==> src/inc/uacb_pkg.sv <==
// Constants for the serial port control, frame format and baud block.
// Assumes a byte-wide register port and external shift engines.
// Notes on behaviour
// - Buffer-empty interrupt needs its enable, global enable and empty flag.
// - Receiver enable turns receiver on and takes over the receive pin.
// - Clearing receiver enable flushes buffer, clearing parity error flag and received ninth bit.
// - Transmitter enable turns transmitter on and drives the transmit pin.
// - Transmitter disable waits for empty shift register and buffer, then releases pin.
// - Three-bit size code: 000-011 give 5-8 bits, 111 nine, rest reserved.
// - Enhanced biphase mode ignores all character-size bits.
// - Received ninth or seventeenth bit readable; software reads it before low byte.
// - Writable bit sent as ninth or seventeenth; software writes it first.
// - Mode select 0 means asynchronous, 1 synchronous.
// - With parity on, transmitter appends parity; receiver checks and flags mismatch.
// - Parity field: 00 off, 01 reserved, 10 even, 11 odd.
// - Manchester enhanced mode has no parity; parity only for level coding.
// - Stop select gives transmitter one or two stop bits; receiver ignores it.
// - Enhanced mode: separate control sets receiver stop bits.
// - Sync polarity 0: send on rising, sample on falling; 1 swaps edges.
// - Twelve-bit divisor: high register four upper bits, low register eight lower.
// - Writing the low divisor register reloads the prescaler at once.
// - After reset the transmit buffer empty flag is set.
package uacb_pkg;

  localparam logic [2:0] REG_CTRL_B   = 3'h0;
  localparam logic [2:0] REG_FRAME    = 3'h1;
  localparam logic [2:0] REG_BAUD_LO  = 3'h2;
  localparam logic [2:0] REG_BAUD_HI  = 3'h3;
  localparam logic [2:0] REG_STATUS   = 3'h4;

  localparam int CB_RXC_IE_BIT  = 7;
  localparam int CB_TXC_IE_BIT  = 6;
  localparam int CB_TXE_IE_BIT  = 5;
  localparam int CB_RECEIVER_ENABLE_BIT    = 4;
  localparam int CB_TRANSMITTER_ENABLE_BIT    = 3;
  localparam int CB_CSZ_MSB_BIT = 2;
  localparam int CB_RX9_BIT     = 1;
  localparam int CB_TX9_BIT     = 0;

  localparam int FF_SYNC_BIT    = 6;
  localparam int FF_PAR_LSB     = 4;
  localparam int FF_STOP_BIT    = 3;
  localparam int FF_CSZ_LSB     = 1;
  localparam int FF_POL_BIT     = 0;

  localparam int ST_TXE_BIT     = 0;
  localparam int ST_PERR_BIT    = 1;
  localparam int ST_TXACT_BIT   = 2;
  localparam int ST_RSVD_SZ_BIT = 3;

  localparam logic [7:0]  CTRL_B_RST = 8'h00;
  localparam logic [7:0]  FRAME_RST  = 8'h00;
  localparam logic [11:0] BAUD_RST   = 12'h000;

  localparam logic [2:0] CSZ_9BIT = 3'h7;
  localparam logic [3:0] CHAR_BITS_BASE = 4'h5;

  typedef enum logic [1:0] {
    UACB_PAR_OFF  = 2'b00,
    UACB_PAR_RSVD = 2'b01,
    UACB_PAR_EVEN = 2'b10,
    UACB_PAR_ODD  = 2'b11
  } uacb_parity_e;

  typedef enum logic [1:0] {
    UACB_TX_OFF   = 2'b00,
    UACB_TX_ON    = 2'b01,
    UACB_TX_DRAIN = 2'b10
  } uacb_tx_state_e;

endpackage

==> src/verilog/uacb_ctrl.sv <==
// Control, frame format and baud prescaler of the serial port.
// Assumes external shift engines that report load, shift and receive events.
//
// Implementation choices: the placing of the registers and strobed register access.
`timescale 1ns/1ps

module uacb_ctrl (
  input  wire logic        mclk,
  input  wire logic        sys_rst,
  input  wire logic        clk_en,
  input  wire logic [2:0]  addr,
  input  wire logic [7:0]  wdata,
  input  wire logic        wr_stb,
  input  wire logic        rd_stb,
  output logic [7:0]       rdata,
  input  wire logic        global_irq_enable,
  input  wire logic        enhanced_biphase_mode,
  input  wire logic        manchester_mode,
  input  wire logic        enhanced_rx_stop_select,
  input  wire logic        tx_data_write,
  input  wire logic        tx_load,
  input  wire logic        tx_shift_busy,
  input  wire logic [8:0]  tx_data,
  input  wire logic        rx_char_strobe,
  input  wire logic [8:0]  rx_data,
  input  wire logic        rx_parity_in,
  input  wire logic        rx_ninth_in,
  input  wire logic        rx_data_read,
  input  wire logic        sync_clock_pin,
  output logic             tx_empty_irq,
  output logic             tx_buffer_empty_flag,
  output logic             receiver_on,
  output logic             rx_pin_override,
  output logic             rx_flush,
  output logic             transmitter_on,
  output logic             transmit_pin_oe,
  output logic             tx_ninth_bit,
  output logic             rx_ninth_bit,
  output logic             parity_error_flag,
  output logic             tx_parity_bit,
  output logic [3:0]       char_bits,
  output logic             char_size_reserved,
  output logic             sync_mode,
  output logic             parity_on,
  output logic [1:0]       tx_stop_bits,
  output logic [1:0]       rx_stop_bits,
  output logic             baud_tick,
  output logic             tx_shift_strobe,
  output logic             rx_sample_strobe
);

  logic [7:0]                    ctrl_q;
  logic [7:0]                    frame_q;
  logic [11:0]                   baud_q;
  logic [3:0]                    baud_hi_pend_q;
  logic [11:0]                   presc_q;
  logic                          txe_q;
  logic                          rx9_q;
  logic                          perr_q;
  logic                          txpar_q;
  logic                          receiver_enable_prev_q;
  logic                          flush_q;
  logic                          xck_prev_q;
  logic [7:0]                    rdata_q;
  uacb_pkg::uacb_tx_state_e      tx_state_q;
  uacb_pkg::uacb_parity_e        par_mode;
  logic                          wr_ctrl;
  logic                          wr_lo;
  logic                          tx_idle;
  logic                          xck_rise;
  logic                          xck_fall;
  logic [2:0]                    csz_code;

  // Parity over the active data bits; odd sets the bit for an even count
  function automatic logic calc_parity(input logic [8:0] d, input logic [3:0] n,
                                       input logic odd);
    logic p;
    p = odd;
    for (int i = 0; i < 9; i++) begin
      if (4'(i) < n) begin
        p = p ^ d[i];
      end
    end
    return p;
  endfunction

  assign wr_ctrl  = wr_stb && (addr == uacb_pkg::REG_CTRL_B);
  assign wr_lo    = wr_stb && (addr == uacb_pkg::REG_BAUD_LO);
  assign par_mode = uacb_pkg::uacb_parity_e'(frame_q[uacb_pkg::FF_PAR_LSB +: 2]);
  assign csz_code = {ctrl_q[uacb_pkg::CB_CSZ_MSB_BIT], frame_q[uacb_pkg::FF_CSZ_LSB +: 2]};
  assign tx_idle  = txe_q && !tx_shift_busy;

  // Register writes; the read-only ninth bit is never stored from the bus
  always_ff @(posedge mclk) begin
    if (sys_rst) begin
      ctrl_q  <= uacb_pkg::CTRL_B_RST;
      frame_q <= uacb_pkg::FRAME_RST;
    end else if (clk_en && wr_stb) begin
      unique case (addr)
        uacb_pkg::REG_CTRL_B: begin
          ctrl_q <= wdata & ~(8'h01 << uacb_pkg::CB_RX9_BIT);
        end
        uacb_pkg::REG_FRAME: begin
          frame_q <= wdata & 8'h7f;
        end
        default: begin
        end
      endcase
    end
  end

  // High part waits for the low write so a divisor never applies half-updated
  always_ff @(posedge mclk) begin
    if (sys_rst) begin
      baud_hi_pend_q <= uacb_pkg::BAUD_RST[11:8];
      baud_q         <= uacb_pkg::BAUD_RST;
    end else if (clk_en && wr_stb) begin
      if (addr == uacb_pkg::REG_BAUD_HI) begin
        baud_hi_pend_q <= wdata[3:0];
      end else if (addr == uacb_pkg::REG_BAUD_LO) begin
        baud_q <= {baud_hi_pend_q, wdata};
      end
    end
  end

  // Prescaler counts down and restarts on every low write
  always_ff @(posedge mclk) begin
    if (sys_rst) begin
      presc_q <= uacb_pkg::BAUD_RST;
    end else if (clk_en) begin
      if (wr_lo) begin
        presc_q <= {baud_hi_pend_q, wdata};
      end else if (presc_q == 12'h000) begin
        presc_q <= baud_q;
      end else begin
        presc_q <= presc_q - 12'h001;
      end
    end
  end

  assign baud_tick = clk_en && !wr_lo && (presc_q == 12'h000);

  // Buffer-empty flag: load by the shift engine wins over a data write
  always_ff @(posedge mclk) begin
    if (sys_rst) begin
      txe_q <= 1'b1;
    end else if (clk_en) begin
      if (tx_load) begin
        txe_q <= 1'b1;
      end else if (tx_data_write && txe_q) begin
        txe_q <= 1'b0;
      end
    end
  end

  // Parity captured with the character handed to the shift register
  always_ff @(posedge mclk) begin
    if (sys_rst) begin
      txpar_q <= 1'b0;
    end else if (clk_en && tx_load) begin
      txpar_q <= calc_parity(tx_data, char_bits, par_mode == uacb_pkg::UACB_PAR_ODD);
    end
  end

  // Transmitter stays on after disable until nothing is left to send
  always_ff @(posedge mclk) begin
    if (sys_rst) begin
      tx_state_q <= uacb_pkg::UACB_TX_OFF;
    end else if (clk_en) begin
      unique case (tx_state_q)
        uacb_pkg::UACB_TX_OFF: begin
          if (ctrl_q[uacb_pkg::CB_TRANSMITTER_ENABLE_BIT]) begin
            tx_state_q <= uacb_pkg::UACB_TX_ON;
          end
        end
        uacb_pkg::UACB_TX_ON: begin
          if (!ctrl_q[uacb_pkg::CB_TRANSMITTER_ENABLE_BIT]) begin
            tx_state_q <= uacb_pkg::UACB_TX_DRAIN;
          end
        end
        uacb_pkg::UACB_TX_DRAIN: begin
          if (ctrl_q[uacb_pkg::CB_TRANSMITTER_ENABLE_BIT]) begin
            tx_state_q <= uacb_pkg::UACB_TX_ON;
          end else if (tx_idle) begin
            tx_state_q <= uacb_pkg::UACB_TX_OFF;
          end
        end
        default: begin
          tx_state_q <= uacb_pkg::UACB_TX_OFF;
        end
      endcase
    end
  end

  // Receiver disable edge produces a one-cycle flush
  always_ff @(posedge mclk) begin
    if (sys_rst) begin
      receiver_enable_prev_q <= 1'b0;
      flush_q     <= 1'b0;
    end else if (clk_en) begin
      receiver_enable_prev_q <= ctrl_q[uacb_pkg::CB_RECEIVER_ENABLE_BIT];
      flush_q     <= receiver_enable_prev_q && !ctrl_q[uacb_pkg::CB_RECEIVER_ENABLE_BIT];
    end
  end

  // Receive-side flags: a new character wins over read or flush
  always_ff @(posedge mclk) begin
    if (sys_rst) begin
      perr_q <= 1'b0;
      rx9_q  <= 1'b0;
    end else if (clk_en) begin
      if (rx_char_strobe && ctrl_q[uacb_pkg::CB_RECEIVER_ENABLE_BIT]) begin
        rx9_q  <= rx_ninth_in;
        perr_q <= parity_on &&
                  (calc_parity(rx_data, char_bits, par_mode == uacb_pkg::UACB_PAR_ODD)
                   != rx_parity_in);
      end else if (flush_q || rx_data_read) begin
        perr_q <= 1'b0;
        rx9_q  <= 1'b0;
      end
    end
  end

  // Pin is sampled as a synchronous input; edges only matter in sync mode
  always_ff @(posedge mclk) begin
    if (sys_rst) begin
      xck_prev_q <= 1'b0;
    end else if (clk_en) begin
      xck_prev_q <= sync_clock_pin;
    end
  end

  assign xck_rise = clk_en && sync_clock_pin && !xck_prev_q;
  assign xck_fall = clk_en && !sync_clock_pin && xck_prev_q;

  always_comb begin
    if (sync_mode) begin
      tx_shift_strobe  = frame_q[uacb_pkg::FF_POL_BIT] ? xck_fall : xck_rise;
      rx_sample_strobe = frame_q[uacb_pkg::FF_POL_BIT] ? xck_rise : xck_fall;
    end else begin
      tx_shift_strobe  = baud_tick;
      rx_sample_strobe = baud_tick;
    end
  end

  // Character size decode; enhanced mode owns its own frame length
  always_comb begin
    char_bits          = 4'h0;
    char_size_reserved = 1'b0;
    if (!enhanced_biphase_mode) begin
      if (csz_code == uacb_pkg::CSZ_9BIT) begin
        char_bits = 4'h9;
      end else if (!csz_code[2]) begin
        char_bits = uacb_pkg::CHAR_BITS_BASE + {2'b00, csz_code[1:0]};
      end else begin
        char_size_reserved = 1'b1;
      end
    end
  end

  // Parity decode; the reserved code and Manchester coding in enhanced mode mean none
  always_comb begin
    unique case (par_mode)
      uacb_pkg::UACB_PAR_EVEN,
      uacb_pkg::UACB_PAR_ODD: begin
        parity_on = !(enhanced_biphase_mode && manchester_mode);
      end
      uacb_pkg::UACB_PAR_OFF,
      uacb_pkg::UACB_PAR_RSVD: begin
        parity_on = 1'b0;
      end
    endcase
  end

  assign sync_mode    = frame_q[uacb_pkg::FF_SYNC_BIT];
  assign tx_stop_bits = frame_q[uacb_pkg::FF_STOP_BIT] ? 2'h2 : 2'h1;
  assign rx_stop_bits = (enhanced_biphase_mode && enhanced_rx_stop_select)
                        ? 2'h2 : 2'h1;

  assign tx_empty_irq = ctrl_q[uacb_pkg::CB_TXE_IE_BIT] && global_irq_enable
                        && txe_q;
  assign tx_buffer_empty_flag = txe_q;
  assign receiver_on          = ctrl_q[uacb_pkg::CB_RECEIVER_ENABLE_BIT];
  assign rx_pin_override      = ctrl_q[uacb_pkg::CB_RECEIVER_ENABLE_BIT];
  assign rx_flush             = flush_q;
  assign transmitter_on       = tx_state_q != uacb_pkg::UACB_TX_OFF;
  assign transmit_pin_oe      = tx_state_q != uacb_pkg::UACB_TX_OFF;
  assign tx_ninth_bit         = ctrl_q[uacb_pkg::CB_TX9_BIT];
  assign rx_ninth_bit         = rx9_q;
  assign parity_error_flag    = perr_q;
  assign tx_parity_bit        = txpar_q;

  // Read data stands only in the cycle after the strobe
  always_ff @(posedge mclk) begin
    if (sys_rst) begin
      rdata_q <= 8'h00;
    end else if (clk_en) begin
      rdata_q <= 8'h00;
      if (rd_stb) begin
        unique case (addr)
          uacb_pkg::REG_CTRL_B: begin
            rdata_q <= ctrl_q | ({7'h00, rx9_q} << uacb_pkg::CB_RX9_BIT);
          end
          uacb_pkg::REG_FRAME: begin
            rdata_q <= frame_q;
          end
          uacb_pkg::REG_BAUD_LO: begin
            rdata_q <= baud_q[7:0];
          end
          uacb_pkg::REG_BAUD_HI: begin
            rdata_q <= {4'h0, baud_hi_pend_q};
          end
          uacb_pkg::REG_STATUS: begin
            rdata_q <= {4'h0, char_size_reserved, transmitter_on, perr_q, txe_q};
          end
          default: begin
            rdata_q <= 8'h00;
          end
        endcase
      end
    end
  end

  assign rdata = rdata_q;

endmodule

==> config.mk <==
export PLATFORM = sky130hd
export DESIGN_NAME = uacb_ctrl
export DESIGN_NICKNAME = d
export VERILOG_FILES = /design/src/inc/uacb_pkg.sv /design/src/verilog/uacb_ctrl.sv
export SDC_FILE = /design/constraint.sdc
export NUM_CORES = 1
export LEC_CHECK = 0
export ABC_AREA = 1
export BUFFER_PORTS_ARGS = -buffer_cell sky130_fd_sc_hd__buf_4
export CORE_ASPECT_RATIO = 0.6
export CORE_UTILIZATION = 51
export CTS_BUF_LIST = sky130_fd_sc_hd__clkbuf_4 sky130_fd_sc_hd__clkbuf_8
export DETAILED_ROUTE_END_ITERATION = 7
export PLACE_DENSITY = 0.79
export SYNTH_ARGS = -nofsm -noshare
export SYNTH_HDL_FRONTEND = slang
export SYNTH_SLANG_ARGS = --single-unit
==> constraint.sdc <==
create_clock -name mclk -period 1.4 [get_ports mclk]
set_input_delay 0.07 -clock mclk [delete_from_list [all_inputs] [get_ports mclk]]
set_output_delay 0.07 -clock mclk [all_outputs]
set_load 0.005 [all_outputs]
==> results.tsv <==
metric	value	unit
status	finished, violations left	
failing checks	negative setup slack	
register area	1190	um2
worst setup margin	-0.331	ns
Seq cells post-synth	59	
first-pass GRT wire length	19300	um
dpl cells	706	
Compound-Gate Fraction of Synth Area	19.4	%
fin crit period	1.73	ns
Relative slew margins	56.4	%
Leak	2.36	nW
Worst-Margin Slew	0.653	ns
synthesis-to-layout area growth	50.9	%
Post-Synth XOR/XNOR Area	2.30	%
fin util	82.2	%
Vias	4321	
placed inst area	4420	um2
io pins	79	
Tot GR Track Use	36.6	%
sequential fraction of the synthesis area	34.4	%
DRC viols	0	
total iterations of the first detailed-routing run	7	
initial core utilization	54.5	%
crit path kind	reg -> reg	
Via density	5.88	
CTS tree	built	
Routed WL	13000	um
vias in the first global route	3819	
clk root buf	clkbuf_8	
largest net degree at the start of global routing	39	
WP data required	1.63	ns
initial antenna violation count	0	
layout cell share with drive strength beyond 1	37.6	%
Hold WS	0.0106	ns
footprint of the multi-input gates	2270	um2
Final Cell Area	5180	um2
# Max-Cap Violations	0	
Synth cell types	36	
non-filler cells, final	735	
DRT antenna net count	0	
largest family of logic cells by synthesized area	simple AND/OR/NAND/NOR gates	
Setup Skew	0.0111	ns
CP startpoint kind	flop	
clock sink total	59	
TritonCTS Buffers	9	
RSZ-0062 raised after global routing	true	
Power Dens Cells	1660	nW/um2
HP Class	in -> reg	
post-synthesis adder-cell area fraction	1.09	%
Clock Path Buffers	2	
wire per inst	17.7	um
synthesized area per cell	6.68	um2
post-synthesis simple-gate area fraction	32.7	%
grt ovf	0	
period utilization	124	%
Die H	65.6	um
setup_tns	-4.61	ns
Crit. End Element	flop	
most frequent cells in the layout	nand2_1, buf_4, dfxtp_1, inv_1, a21oi_1	
Syn Inst Count	514	
Layout Nets	695	
final-report hold violation count	0	
core area	6300	um2
n_diodes	0	
chip width	108	um
final setup violating endpoints	19	
DP HPWL	8690	um
PortBufs	78	
post-synthesis net count	563	
H-Tree Depth	3	
mux contribution to synthesized area	0	%
DIE AREA	7080	um2
Crit path arrival time	1.96	ns
number of fill cells	396	
Cell Rows	22	
synthesized area	3430	um2
Worst Path Max Fanout	3	
final max-slew violation count	0	
fmax	0.578	GHz
Worst VDD drop	1.17	mV
Starting DRT DRC Count	580	
Final GP Congestion	0.907	
warnings from Yosys	0	
CTS clk-pin slew, worst paths	0.07	ns
clk_lat worst skew	0.35	ns
## stage by stage
step,setup slack (ns),total power [mW]
finish,-0.331,8.58
global route,-0.435,8.89
floorplan,-0.0192,3.61
detailed placement,-0.283,4.93
CTS,-0.333,7.67
global placement,-0.265,4.84
## state kept, by name (all words and copies together) (netlist names), 2 cells and up
signal          flops
baud_q             12
presc_q            12
rdata               8
ctrl_q              7
frame_q             7
baud_hi_pend_q      4
tx_state_q          2
## worst max-delay path: stages (launching register included)
cell,delay (ns)
dfxtp_2,0.33
buf_4,0.15
nor2_4,0.17
nand2_4,0.08
nor2_4,0.12
nand3_2,0.15
nor2_2,0.19
nand2_1,0.07
nand2_1,0.09
nand2_1,0.08
o211ai_1,0.10
a21oi_1,0.08
## logic make-up after synthesis
family	count (synthesis)
and+or+nand+nor	243
AOI/OAI and AO/OA	116
buffers and inverters	84
DFF	59
xor gates and xnor gates	9
adders and majority gates	3
## layout make-up
cell class	instances	area share, %
inverter	66	5.02
timing repair buffer	139	21.4
multi-input combinational	371	43.9
clock inverter	5	1.93
tap	84	2.03
sequential	59	22.9
clock buffer	11	2.80
## final timing paths
check                                      start                  endpoint  slack (ns)  cells after the start
min                                     wdata[5]    ctrl_q[5]$_SDFFE_PP0P_        0.01                      3
min reg2reg  receiver_enable_prev_q$_SDFFE_PP0P_     rx_flush$_SDFFE_PP0P_        0.46                      2
max                      presc_q[1]$_SDFFE_PP0P_  presc_q[11]$_SDFFE_PP0P_       -0.33                     11
max reg2reg              presc_q[1]$_SDFFE_PP0P_  presc_q[11]$_SDFFE_PP0P_       -0.33                     11
## where the power goes
part	switching, mW	internal, mW
clock network	0.722	1.25
registers	0.212	1.86
logic	2.42	2.12
## repair_timing
item,4_1_cts,5_1_grt
pin swaps,19,30
hold buffers,5,0
setup buffers,8,7
gates resized for setup,57,48
cloned,0,0
setup endpoints to repair,22,23
endpoints found under the hold margin,4,0
## routing by layer
| layer | up-vias | track usage, % | routed length [um] |
|---|---|---|---|
| li1 | 1954 | - | - |
| met1 | 1964 | 50.8 | 5440 |
| met2 | 322 | 52.8 | 5330 |
| met3 | 81 | 12.9 | 1670 |
| met4 | 0 | 10.6 | 574 |
| met5 | - | 0 | 0 |
## synthesized netlist by cell type (all sizes together)
| master | instances | share of area (%) |
|---|---|---|
| inv | 66 | 7.2 |
| o211ai | 14 | 3.1 |
| clkbuf | 6 | 0.66 |
| o22ai | 1 | 0.18 |
| a32o | 1 | 0.29 |
| buf | 12 | 2.2 |
| nor2 | 51 | 7.0 |
| a211o | 1 | 0.26 |
| xor2 | 3 | 0.77 |
| nor4 | 2 | 0.36 |
| a31oi | 10 | 1.8 |
| xnor2 | 6 | 1.5 |
| nand2 | 148 | 18 |
| o31ai | 2 | 0.44 |
| a21oi | 49 | 7.1 |
| o211a | 1 | 0.29 |
| ha | 3 | 1.1 |
| o21ai | 32 | 4.7 |
| dfxtp | 59 | 34 |
| nand3 | 30 | 5.0 |
| nand4 | 3 | 0.55 |
| nor3 | 5 | 1.0 |
| o221ai | 4 | 1.0 |
| nand3b | 3 | 0.66 |
| o32ai | 1 | 0.26 |
| or3 | 1 | 0.18 |
(Power assumes the default switching activity.)
